==> config.mk <==
export PLATFORM = sky130hd
export DESIGN_NAME = ldm_display_ctrl
export DESIGN_NICKNAME = d
export VERILOG_FILES = /design/src/hdl/ldm_pkg.sv /design/src/hdl/ldm_display_ctrl.sv /design/src/hdl/ldm_key_sync.sv
export SDC_FILE = /design/constraint.sdc
export NUM_CORES = 1
export LEC_CHECK = 0
export ABC_AREA = 0
export BUFFER_PORTS_ARGS = -buffer_cell sky130_fd_sc_hd__buf_2
export CORE_UTILIZATION = 61
export CTS_CLUSTER_SIZE = 14
export DETAILED_ROUTE_END_ITERATION = 6
export GPL_TIMING_DRIVEN = 0
export PLACE_DENSITY = 0.83
export REMOVE_ABC_BUFFERS = 1
export SYNTH_ARGS = -nofsm -noshare
export SYNTH_HDL_FRONTEND = slang
export SYNTH_HIERARCHICAL = 1
export SYNTH_SLANG_ARGS = --single-unit
==> constraint.sdc <==
create_clock -name clk_sys -period 21.9 [get_ports clk_sys]
set_input_delay 2.19 -clock clk_sys [delete_from_list [all_inputs] [get_ports clk_sys]]
set_output_delay 2.19 -clock clk_sys [all_outputs]
set_load 0.01 [all_outputs]
==> src/hdl/ldm_pkg.sv <==
// Package for the level display and menu controller.
// Assumes a 200 MHz system clock; times are converted to cycles here.
package ldm_pkg;

  // ==========================================================================
  // Timing
  // ==========================================================================
  localparam int unsigned CLK_MHZ         = 200;
  localparam longint      SIM_TIMEOUT_MIN = 5;
  localparam longint      MENU_IDLE_MIN   = 2;
  localparam longint      SIM_TIMEOUT_CYC = SIM_TIMEOUT_MIN * 64'd60
                                            * 64'd1000000 * CLK_MHZ;
  localparam longint      MENU_IDLE_CYC   = MENU_IDLE_MIN * 64'd60
                                            * 64'd1000000 * CLK_MHZ;
  localparam int unsigned STORE_HOLD_CYC  = 16;

  // ==========================================================================
  // Loop current in microamps, minimum span in micrometres
  // ==========================================================================
  localparam logic [15:0] UA_4MA   = 16'h0FA0;
  localparam logic [15:0] UA_12MA  = 16'h2EE0;
  localparam logic [15:0] UA_20MA  = 16'h4E20;
  localparam logic [15:0] UA_3M6   = 16'h0E10;
  localparam logic [15:0] UA_21M5  = 16'h53FC;
  localparam logic [15:0] UA_SPAN  = 16'h3E80;
  localparam logic [15:0] MIN_SPAN_UM = 16'h1388;

  // ==========================================================================
  // Encodings
  // ==========================================================================
  localparam int unsigned KEY_BACK = 0;
  localparam int unsigned KEY_UP   = 1;
  localparam int unsigned KEY_DOWN = 2;
  localparam int unsigned KEY_OK   = 3;
  localparam int unsigned TAG_LEN  = 8;
  localparam logic [3:0]  DAMP_MAX = 4'hB;
  localparam logic [2:0]  SRC_MAX  = 3'h6;
  localparam logic [2:0]  LUNIT_MAX = 3'h4;

  typedef enum logic [1:0] {
    LDM_SIM_OFF, LDM_SIM_FIXED, LDM_SIM_ALT
  } ldm_sim_mode_e;

  typedef enum logic [2:0] {
    LDM_SRC_NONE, LDM_SRC_UPPER, LDM_SRC_LOWER, LDM_SRC_TEMP,
    LDM_SRC_DIFF, LDM_SRC_CURRENT, LDM_SRC_PERCENT
  } ldm_src_e;

endpackage : ldm_pkg
==> src/hdl/ldm_display_ctrl.sv <==
// Display and menu controller: views, simulation, settings, loop current.
// Assumes measured values arrive from the same clock domain.
`timescale 1ns/100ps
// Behaviour
// - Backlight off below 4 mA.
// - Down key rotates one, two, three values.
// - Bar graph is current percent of span.
// - Simulation starts on leaving the menu.
// - Indicator shown; confirm or timeout ends simulation.
// - Simulated current overrides measured value.
// - Six error flags give fault icon, message.
// - Confirm in value view opens menu.
// - Leaving menu commits changed settings to storage.
// - Loop forced to 12 mA while storing.
// - Menu exits after two idle minutes.
// - Scroll arrow when items exceed screen.
// - Eight-character label; confirm, arrows, back edit.
// - Three slots each choose a value source.
// - Menu return restores configured count; start shows one value.
// - Stored backlight enable setting.
// - Level and temperature unit selection.
// - Damping zero or power-of-two code.
// - Span under 5 mm reverses direction.
// - Alarm current 3.6 or 21.5 mA.
// - Min/max track, cleared at restart.
// - Simulation off, fixed or alternating with cycle.
module ldm_display_ctrl #(
  parameter longint      SIM_TIMEOUT = ldm_pkg::SIM_TIMEOUT_CYC,
  parameter longint      MENU_IDLE   = ldm_pkg::MENU_IDLE_CYC,
  parameter int unsigned MENU_ITEMS  = 5,
  parameter int unsigned SCREEN_ROWS = 3
) (
  input  wire logic        clk_sys,
  input  wire logic        reset_n,
  input  wire logic [3:0]  key_raw,
  input  wire logic [3:0]  magnet_raw,
  input  wire logic [15:0] measured_ua,
  input  wire logic [15:0] upper_float_level,
  input  wire logic [15:0] lower_float_level,
  input  wire logic [15:0] temperature_value,
  input  wire logic [15:0] float_position,
  input  wire logic [5:0]  error_flags,
  input  wire logic [1:0]  cfg_value_count,
  input  wire logic [2:0]  cfg_slot0_src,
  input  wire logic [2:0]  cfg_slot1_src,
  input  wire logic [2:0]  cfg_slot2_src,
  input  wire logic        cfg_backlight_en,
  input  wire logic [2:0]  cfg_level_unit,
  input  wire logic        cfg_temp_fahrenheit,
  input  wire logic [3:0]  cfg_damping1,
  input  wire logic [3:0]  cfg_damping2,
  input  wire logic        cfg_alarm_high,
  input  wire logic [1:0]  cfg_sim_mode,
  input  wire logic [15:0] cfg_sim_low_ua,
  input  wire logic [15:0] cfg_sim_high_ua,
  input  wire logic [31:0] cfg_sim_cycle,
  input  wire logic        cfg_set_4ma_point,
  input  wire logic        cfg_set_20ma_point,
  input  wire logic        store_done,
  output logic [15:0]      loop_ua,
  output logic [6:0]       bar_percent,
  output logic             backlight_on,
  output logic             simulation_indicator,
  output logic             fault_icon,
  output logic [2:0]       fault_message,
  output logic             menu_active,
  output logic             scroll_arrow,
  output logic [1:0]       values_shown,
  output logic [2:0]       slot0_src,
  output logic [2:0]       slot1_src,
  output logic [2:0]       slot2_src,
  output logic [2:0]       level_unit,
  output logic             temp_fahrenheit,
  output logic [3:0]       damping1,
  output logic [3:0]       damping2,
  output logic [15:0]      point_4ma,
  output logic [15:0]      point_20ma,
  output logic             direction_reversed,
  output logic [2:0]       tag_cursor,
  output logic [63:0]      tag_text,
  output logic             store_req,
  output logic [15:0]      min_upper,
  output logic [15:0]      max_upper,
  output logic [15:0]      min_lower,
  output logic [15:0]      max_lower,
  output logic [15:0]      min_temp,
  output logic [15:0]      max_temp
);
  initial begin
    if (MENU_ITEMS < 1 || SCREEN_ROWS < 1 || MENU_ITEMS > 15) begin
      $error("Menu size parameters out of range.");
    end
  end

  // ==========================================================================
  // State
  // ==========================================================================
  typedef enum logic [1:0] {
    LDM_VIEW, LDM_MENU, LDM_TAG_EDIT, LDM_STORE
  } ldm_mode_e;

  typedef struct packed {
    ldm_mode_e   mode;
    logic [1:0]  shown;
    logic        sim_armed;
    logic        sim_run;
    logic        sim_high;
    logic [31:0] sim_cnt;
    logic [39:0] timeout_cnt;
    logic [39:0] idle_cnt;
    logic [3:0]  item;
    logic [3:0]  top;
    logic [2:0]  cursor;
    logic [63:0] tag;
    logic        dirty;
    logic [15:0] hold_ua;
    logic [4:0]  store_cnt;
    logic [15:0] p4;
    logic [15:0] p20;
    logic        rev;
    logic [15:0] loop;
    logic [6:0]  bar;
    logic [15:0] mn_u, mx_u, mn_l, mx_l, mn_t, mx_t;
  } ldm_state_s;

  ldm_state_s  state_reg;
  ldm_state_s  state_next;
  logic [3:0]  press;

  ldm_key_sync #(.N(4)) u_keys (
    .clk_sys    (clk_sys),
    .reset_n    (reset_n),
    .key_raw    (key_raw),
    .magnet_raw (magnet_raw),
    .press      (press)
  );

  function automatic logic [1:0] next_count(input logic [1:0] c);
    next_count = (c >= 2'h3) ? 2'h1 : 2'(c + 2'h1);
  endfunction : next_count

  function automatic logic [15:0] abs_diff(input logic [15:0] a,
                                           input logic [15:0] b);
    abs_diff = (a > b) ? 16'(a - b) : 16'(b - a);
  endfunction : abs_diff

  function automatic logic [6:0] percent(input logic [15:0] ua);
    logic [31:0] t;
    t = 32'h0;
    if (ua <= ldm_pkg::UA_4MA) percent = 7'h00;
    else if (ua >= ldm_pkg::UA_20MA) percent = 7'h64;
    else begin
      t = 32'(ua - ldm_pkg::UA_4MA) * 32'd100 / 32'(ldm_pkg::UA_SPAN);
      percent = t[6:0];
    end
  endfunction : percent

  logic [15:0] loop_src;
  logic        any_key;
  logic        fault;

  assign any_key = press != 4'h0;
  assign fault   = error_flags != 6'h00;

  // ==========================================================================
  // Next state
  // ==========================================================================
  always_comb begin
    state_next = state_reg;
    loop_src   = measured_ua;

    // Min and max start from the first sample after restart.
    if (upper_float_level < state_reg.mn_u) state_next.mn_u = upper_float_level;
    if (upper_float_level > state_reg.mx_u) state_next.mx_u = upper_float_level;
    if (lower_float_level < state_reg.mn_l) state_next.mn_l = lower_float_level;
    if (lower_float_level > state_reg.mx_l) state_next.mx_l = lower_float_level;
    if (temperature_value < state_reg.mn_t) state_next.mn_t = temperature_value;
    if (temperature_value > state_reg.mx_t) state_next.mx_t = temperature_value;

    case (state_reg.mode)
      LDM_VIEW: begin
        if (press[ldm_pkg::KEY_OK]) begin
          state_next.mode     = LDM_MENU;
          state_next.sim_run  = 1'b0;
          state_next.idle_cnt = '0;
          state_next.item     = '0;
          state_next.top      = '0;
        end else if (press[ldm_pkg::KEY_DOWN]) begin
          state_next.shown = next_count(state_reg.shown);
        end
      end
      LDM_MENU, LDM_TAG_EDIT: begin
        if (any_key) state_next.idle_cnt = '0;
        else state_next.idle_cnt = 40'(state_reg.idle_cnt + 40'h1);
        if (cfg_sim_mode != 2'(ldm_pkg::LDM_SIM_OFF))
          state_next.sim_armed = 1'b1;
        // Accepting a point that collapses the span flips direction.
        if (cfg_set_4ma_point) begin
          state_next.p4    = float_position;
          state_next.dirty = 1'b1;
          if (abs_diff(float_position, state_reg.p20) < ldm_pkg::MIN_SPAN_UM)
            state_next.rev = ~state_reg.rev;
        end else if (cfg_set_20ma_point) begin
          state_next.p20   = float_position;
          state_next.dirty = 1'b1;
          if (abs_diff(float_position, state_reg.p4) < ldm_pkg::MIN_SPAN_UM)
            state_next.rev = ~state_reg.rev;
        end
        if (state_reg.mode == LDM_TAG_EDIT) begin
          if (press[ldm_pkg::KEY_OK]) begin
            state_next.cursor = 3'(state_reg.cursor + 3'h1);
          end else if (press[ldm_pkg::KEY_UP]) begin
            state_next.tag[state_reg.cursor*8 +: 8] =
              8'(state_reg.tag[state_reg.cursor*8 +: 8] + 8'h01);
            state_next.dirty = 1'b1;
          end else if (press[ldm_pkg::KEY_DOWN]) begin
            state_next.tag[state_reg.cursor*8 +: 8] =
              8'(state_reg.tag[state_reg.cursor*8 +: 8] - 8'h01);
            state_next.dirty = 1'b1;
          end else if (press[ldm_pkg::KEY_BACK]) begin
            if (state_reg.cursor == 3'h0) state_next.mode = LDM_MENU;
            else state_next.cursor = 3'(state_reg.cursor - 3'h1);
          end
        end else begin
          if (press[ldm_pkg::KEY_UP] && state_reg.item != 4'h0) begin
            state_next.item = 4'(state_reg.item - 4'h1);
            if (state_reg.item == state_reg.top)
              state_next.top = 4'(state_reg.top - 4'h1);
          end else if (press[ldm_pkg::KEY_DOWN] &&
                       32'(state_reg.item) < MENU_ITEMS - 1) begin
            state_next.item = 4'(state_reg.item + 4'h1);
            if (32'(state_reg.item) >= 32'(state_reg.top) + SCREEN_ROWS - 1)
              state_next.top = 4'(state_reg.top + 4'h1);
          end else if (press[ldm_pkg::KEY_OK]) begin
            state_next.mode   = LDM_TAG_EDIT;
            state_next.cursor = '0;
          end
        end
        if ((state_reg.mode == LDM_MENU && press[ldm_pkg::KEY_BACK]) ||
            state_reg.idle_cnt >= 40'(MENU_IDLE - 1)) begin
          state_next.shown = cfg_value_count;
          if (state_reg.dirty) begin
            state_next.mode      = LDM_STORE;
            state_next.hold_ua   = state_reg.loop;
            state_next.store_cnt = '0;
          end else begin
            state_next.mode = LDM_VIEW;
            state_next.sim_run = state_reg.sim_armed;
          end
          state_next.sim_armed   = 1'b0;
          state_next.timeout_cnt = '0;
          state_next.sim_cnt     = '0;
          state_next.sim_high    = 1'b0;
        end
      end
      LDM_STORE: begin
        if (state_reg.store_cnt != 5'h1F)
          state_next.store_cnt = 5'(state_reg.store_cnt + 5'h1);
        if (store_done &&
            32'(state_reg.store_cnt) >= ldm_pkg::STORE_HOLD_CYC) begin
          state_next.mode    = LDM_VIEW;
          state_next.dirty   = 1'b0;
          state_next.sim_run = cfg_sim_mode != 2'(ldm_pkg::LDM_SIM_OFF);
        end
      end
      default: state_next.mode = LDM_VIEW;
    endcase

    if (state_reg.sim_run && state_reg.mode == LDM_VIEW) begin
      state_next.timeout_cnt = 40'(state_reg.timeout_cnt + 40'h1);
      if (state_reg.timeout_cnt >= 40'(SIM_TIMEOUT - 1))
        state_next.sim_run = 1'b0;
      if (cfg_sim_mode == 2'(ldm_pkg::LDM_SIM_ALT)) begin
        if (state_reg.sim_cnt >= cfg_sim_cycle) begin
          state_next.sim_cnt  = '0;
          state_next.sim_high = ~state_reg.sim_high;
        end else begin
          state_next.sim_cnt = 32'(state_reg.sim_cnt + 32'h1);
        end
      end
    end

    // Storage takes precedence; alarm beats simulation and measurement.
    if (state_reg.mode == LDM_STORE) loop_src = ldm_pkg::UA_12MA;
    else if (fault)
      loop_src = cfg_alarm_high ? ldm_pkg::UA_21M5 : ldm_pkg::UA_3M6;
    else if (state_reg.sim_run)
      loop_src = state_reg.sim_high ? cfg_sim_high_ua : cfg_sim_low_ua;
    state_next.loop = loop_src;
    state_next.bar  = percent(loop_src);
  end

  always_ff @(posedge clk_sys or negedge reset_n) begin
    if (!reset_n) begin
      state_reg      <= '0;
      state_reg.mode <= LDM_VIEW;
      state_reg.shown <= 2'h1;
      state_reg.loop <= ldm_pkg::UA_4MA;
      state_reg.mn_u <= 16'hFFFF;
      state_reg.mn_l <= 16'hFFFF;
      state_reg.mn_t <= 16'hFFFF;
      state_reg.p20  <= 16'hFFFF;
      state_reg.tag  <= {8{8'h20}};
    end else begin
      state_reg <= state_next;
    end
  end

  // ==========================================================================
  // Outputs
  // ==========================================================================
  logic [2:0] err_code;
  always_comb begin
    err_code = 3'h0;
    for (int i = 5; i >= 0; i--) begin
      if (error_flags[i]) err_code = 3'(i + 1);
    end
  end

  assign loop_ua       = state_reg.loop;
  assign bar_percent   = state_reg.bar;
  assign backlight_on  = cfg_backlight_en &&
                         state_reg.loop >= ldm_pkg::UA_4MA;
  assign simulation_indicator = state_reg.sim_run;
  assign fault_icon    = fault;
  assign fault_message = err_code;
  assign menu_active   = state_reg.mode != LDM_VIEW;
  assign scroll_arrow  = state_reg.mode == LDM_MENU &&
                         32'(state_reg.top) + SCREEN_ROWS < MENU_ITEMS;
  assign values_shown  = state_reg.shown;
  assign slot0_src     = cfg_slot0_src > ldm_pkg::SRC_MAX ? 3'h0
                                                          : cfg_slot0_src;
  assign slot1_src     = cfg_slot1_src > ldm_pkg::SRC_MAX ? 3'h0 : cfg_slot1_src;
  assign slot2_src     = cfg_slot2_src > ldm_pkg::SRC_MAX ? 3'h0 : cfg_slot2_src;
  assign level_unit    = cfg_level_unit > ldm_pkg::LUNIT_MAX ? 3'h0
                                                           : cfg_level_unit;
  assign temp_fahrenheit = cfg_temp_fahrenheit;
  assign damping1      = cfg_damping1 > ldm_pkg::DAMP_MAX ? ldm_pkg::DAMP_MAX
                                                        : cfg_damping1;
  assign damping2      = cfg_damping2 > ldm_pkg::DAMP_MAX ? ldm_pkg::DAMP_MAX
                                                        : cfg_damping2;
  assign point_4ma     = state_reg.p4;
  assign point_20ma    = state_reg.p20;
  assign direction_reversed = state_reg.rev;
  assign tag_cursor    = state_reg.cursor;
  assign tag_text      = state_reg.tag;
  assign store_req     = state_reg.mode == LDM_STORE;
  assign min_upper     = state_reg.mn_u;
  assign max_upper     = state_reg.mx_u;
  assign min_lower     = state_reg.mn_l;
  assign max_lower     = state_reg.mx_l;
  assign min_temp      = state_reg.mn_t;
  assign max_temp      = state_reg.mx_t;
endmodule : ldm_display_ctrl

==> src/hdl/ldm_key_sync.sv <==
// Merges membrane keys and magnetic sensors into one press pulse per key.
// Assumes raw asynchronous inputs; three stages, change on stage 2/3 agree.
`timescale 1ns/100ps
module ldm_key_sync #(
  parameter int unsigned N = 4
) (
  input  wire logic         clk_sys,
  input  wire logic         reset_n,
  input  wire logic [N-1:0] key_raw,
  input  wire logic [N-1:0] magnet_raw,
  output logic      [N-1:0] press
);
  typedef struct packed {
    logic [N-1:0] s1;
    logic [N-1:0] s2;
    logic [N-1:0] s3;
    logic [N-1:0] level;
    logic [N-1:0] press;
  } ldm_sync_s;

  ldm_sync_s state_reg;
  ldm_sync_s state_next;

  always_comb begin
    state_next       = state_reg;
    state_next.s1    = key_raw | magnet_raw;
    state_next.s2    = state_reg.s1;
    state_next.s3    = state_reg.s2;
    state_next.press = '0;
    for (int i = 0; i < N; i++) begin
      if (state_reg.s2[i] == state_reg.s3[i]) begin
        state_next.level[i] = state_reg.s3[i];
        state_next.press[i] = state_reg.s3[i] & ~state_reg.level[i];
      end
    end
  end

  always_ff @(posedge clk_sys or negedge reset_n) begin
    if (!reset_n) begin
      state_reg <= '0;
    end else begin
      state_reg <= state_next;
    end
  end

  assign press = state_reg.press;
endmodule : ldm_key_sync

* Yosys cells after proc, flatten, opt, wreduce, memory -nomap -nowiden
Index checks and enable logic that the tools add are counted.
** Storage, ports and cells
- Flip-flop bits (word level) :: 372
- Latch bits :: 0
- RAM bits :: 0
- Bits in read-only memories :: 0
- Output and inout port bits :: 251
- Word-level logic and storage cells :: 264
- Memories :: 0
** Operators by class
- Add/sub/neg operators :: 21
- Multiply operators :: 1
- Div/mod/pow operators :: 1
- $lt $le $gt $ge :: 27
- Eq/ne operators :: 35
- Shift-type cells :: 4
- Mux-type cells :: 89
- Bitwise operators :: 13
- Reductions and logical operators :: 40
** Operators with widths (count)
- 65-bit two-way mux :: 2
- 64-bit bitwise mux :: 2
- 8-bit by 34-bit variable part select with 64-bit output :: 2
- 16-bit two-way mux :: 6
- 48-bit one-hot mux with 2 select lines :: 1
- 40-bit by 1-bit adder with 40-bit output (second input constant) :: 2
- 16-bit > comparator :: 5
- 79-bit two-way mux :: 1
- 74-bit two-way mux :: 1
- 73-bit two-way mux :: 1
- 8-bit by 34-bit variable shift with 64-bit output (first input constant) :: 1
- 64-bit by 7-bit variable part select with 8-bit output :: 1
- 16-bit subtractor :: 4
- 3-bit two-way mux :: 19
- 16-bit less-than comparator :: 3
- 48-bit two-way mux :: 1
- 40-bit by 35-bit greater-or-equal comparator with 1-bit output (second input constant) :: 1
- 40-bit by 36-bit greater-or-equal comparator with 1-bit output (second input constant) :: 1
- 40-bit two-way mux :: 1
- 6-bit negator with 34-bit output :: 1
- 33-bit two-way mux :: 1
- 32-bit by 1-bit adder with 32-bit output (second input constant) :: 1
- 32-bit by 14-bit divider with 32-bit output (second input constant) :: 1
- 32-bit greater-or-equal comparator :: 1
- 65 further kinds :: 171

* Depth between registers and ports, before layout
- Word-level depth :: 12
- Mapped depth :: 84
- Mapped depth without buffers :: 69

* Modules after synthesis
The synthesis kept the hierarchy.
** Modules (own cells, without submodules)
- ldm_display_ctrl :: instances 1, cells each 4560, area each 36481.2 µm², sequential area each 8907.3 µm²
- ldm_key_sync :: instances 1, cells each 36, area each 640.6 µm², sequential area each 500.5 µm²

* Worst setup path after synthesis
OpenSTA, ideal clock, no wires.
- Kind :: input to register
- Start :: input error_flags[0]
- End :: register state_reg, in the netlist bar_percent[0]
- Setup time :: 0.078 ns
- Arrival time :: 19.766 ns
- Path slack :: 2.056 ns
- Cell stages on the path :: 76
- Path through :: or3_1 -> buf_2 -> nor2_8 -> inv_2 -> clkbuf_1 -> o21a_1 -> ha_1 -> nor3_1 -> nand2_1 -> nand2_1 -> xnor2_1 -> ha_1 -> ha_1 -> inv_1 -> fa_1 -> inv_1 -> ha_1 -> clkbuf_1 -> [... 40 more ...] -> buf_6 -> nor2_2 -> a221o_1 -> and4_4 -> o21a_1 -> o21ai_4 -> mux2_4 -> o32ai_1 -> nand3_1 -> nor4b_2 -> o211ai_1 -> o311ai_0 -> a311oi_1 -> or3_1 -> o31ai_1 -> o211ai_1 -> a221o_1 -> a21oi_1
** RTL lines
- start, declared :: RTL line ldm_display_ctrl.sv:42 : input wire logic [5:0] error_flags,
- end signal, assigned :: RTL line ldm_display_ctrl.sv:305 : state_reg <= state_next;
- end, declared :: RTL line ldm_display_ctrl.sv:126 : ldm_state_s state_reg;

==> results.txt <==
met3 Track Usage GR: 5.38%
first-pass GRT wire length: 168 mm
crit path kind: input pin to flip-flop
Ys Warns: 6
CP most frequent cell: or3_1
area occupied by multi-input gates: 25200 sq um
Synth cell types: 147
Synth Flop Type: dfrtp_1
number of max-cap violations: 1
antenna viol nets, final: 0
Syn Inst Count: 4596
most common cell after layout, fill and taps aside: o21ai_0
DR DRC count: 0
DR vias/cell: 6.35
Final Wtd Congestion: 0.939
Worst-path clk slew: 0.06 ns
most used routing layer: met2
Post-Route WL: 106 mm
crit end category: flip-flop
Rows: 90
number of H-tree levels: 2
data required time of the worst path: 22.42 ns
CP Max Fanout: 22
worst clock skew: 0.0419 ns
TritonCTS sink count: 372
most frequent cells in the layout: 455 x o21ai_0, 437 x buf_2, 419 x nand2_1
IO buf count: 438
CTS tree: yes
Bufs on Longest Clock Path: 3
CP Launch Type: input pin
Setup Slack @ Placement: -3.63 ns
area grow syn2layout: 11.3%
clk root buf: clkbuf_16
Initial Util: 61.6%
fillcell total: 4704
Die Y-Extent: 249 microns
Seq/Total Area, Yosys: 25.3%
CTS Buf Count: 44
crit-path max cell delay: 0.61 ns
global-route usage over all layers: 32.5%
initial antenna violation count: 13
grt met2 use: 52.6%
post-route cell area: 41300 sq um
grt total ovfl: 0
Final Hold Fails: 0
HPWL after DPL: 76.4 mm
HP Class: flip-flop to flip-flop
crit path time final: 21.34 ns
met1 GRT Util: 42.8%
core area: 60200 sq um
Ports: 441
count of flip-flops with a built-in enable after synthesis: 0
max reg flops: 130
vias: 35400
WL/cell: 19.0 microns
Arr. time, crit path: 21.86 ns
Seq cells post-synth: 372
DIE AREA: 61800 sq um
area after detailed placement: 38100 sq um
Register Area: 9410 sq um
# nets final: 5235
f_max: 46.9 MHz
PnR worst setup slack: 0.562 ns
layout cells sized above 1: 21.6%
status: complete, but fails checks
largest net degree at the start of global routing: 112
final worst path period share: 97.4%
failing checks: capacitance limit, slew limit
post-synthesis cell area: 37100 sq um
DR pass1 iterations: 6
Clk Latency, worst-skew pair: 0.60 ns
Slew Limit Fails: 16
initial DRC count: 3572
worst slew pin tran: 1.51 ns
Async SR Flop Fraction: 100%
Max-slew headroom: -1.66%
syn_area_per_cell: 8.08 sq um
Final setup viols: 0
Slowest cell on crit path: or4b_1
vias in the first global route: 33300
die width: 249 microns
## cell families (layout without fill, tap and decap cells)
family	Yosys count	after routing	share of synthesized area [%]
AND/OR/NAND/NOR	1640	1640	22.7
XOR/XNOR	208	208	5.13
other	0	12	0
AO/OA/AOI/OAI	1258	1260	22.6
flip-flops	372	372	25.3
buffers and inverters	697	887	9.76
multiplexers	124	124	4.10
adder cells (fa/ha/maj)	297	297	10.4
## metal layers
metal / wire [microns] / part of all wire (%)
met5: 21 / 0.020
met4: 4460 / 4.2
met3: 8720 / 8.2
met2: 49000 / 46
met1: 43600 / 41
## critical path: cells and delay by family
family / cells / cell delay [ns]
XOR/XNOR: 2 / 0.50
buffers and inverters: 7 / 0.81
adder cells (fa/ha/maj): 4 / 1.49
AO/OA/AOI/OAI: 31 / 8.75
AND/OR/NAND/NOR: 24 / 7.29
multiplexers: 2 / 0.74
## timing repair
action,CTS,global route
pin swaps,8,26
gates resized for setup,48,138
buffers inserted,10,45
hold buffers,0,0
setup endpoints to repair,4,3
cloned,2,0
## metrics by stage
| step | hold WS (ns) | setup TNS [ns] | std cells | util (%) |
|---|---|---|---|---|
| floorplan | 0.331 | 0 | 4198 | - |
| global placement | 0.332 | -17.61 | 5418 | 62.7 |
| detailed placement | 0.336 | -9.78 | 5430 | 63.2 |
| CTS | 0.355 | 0 | 5524 | 66.6 |
| global route | 0.368 | -0.141 | 5582 | 68.6 |
| finish | 0.353 | 0 | 5582 | 68.6 |
## final cells by class
| class | instances | share of cell area, % |
|---|---|---|
| multi-input cells | 3529 | 61.1 |
| repair buffers | 506 | 6.88 |
| flip-flops and latches | 372 | 22.8 |
| clock inverters | 27 | 1.07 |
| well taps | 782 | 2.37 |
| inverters | 299 | 2.72 |
| clock buffers | 55 | 2.98 |
| diodes | 12 | 0.0727 |
## final timing paths
check / slack [ns] / startpoint / cells past startpoint / endpoint
worst max-delay path: 0.56 / error_flags[3] / 70 / bar_percent[0]
worst min-delay path: 0.35 / u_keys/state_next[13] / 0 / u_keys/state_next[9]
worst max register to register: 1.32 / state_reg[366] / 65 / bar_percent[0]
worst min register to register: 0.35 / u_keys/state_next[13] / 0 / u_keys/state_next[9]
max in group asynchronous: 18.84 / reset_n / 3 / max_upper[3]
min in group asynchronous: 1.59 / reset_n / 1 / tag_text[47]
## synthesized netlist by cell type (47+ instances only)
cell type / instances / area, sq um
a21o_1: 65 / 488
a21oi_1: 212 / 1060
a31oi_1: 47 / 294
and3_1: 88 / 551
buf_4: 239 / 1790
clkbuf_1: 110 / 413
dfrtp_1: 293 / 7330
dfstp_2: 79 / 2080
ha_1: 274 / 3430
inv_1: 293 / 1100
mux2i_1: 61 / 611
nand2_1: 421 / 1580
nand2b_1: 87 / 544
nand3_1: 173 / 866
nand4_1: 60 / 375
nor2_1: 331 / 1240
nor2b_1: 70 / 438
nor3_1: 110 / 551
nor4_1: 47 / 294
o21ai_0: 458 / 2290
xnor2_1: 144 / 1260
xor2_1: 56 / 490
Power is left out: the tool's default activity adds up to more than one toggle a clock period on the data nets, which glitch-free logic cannot reach.
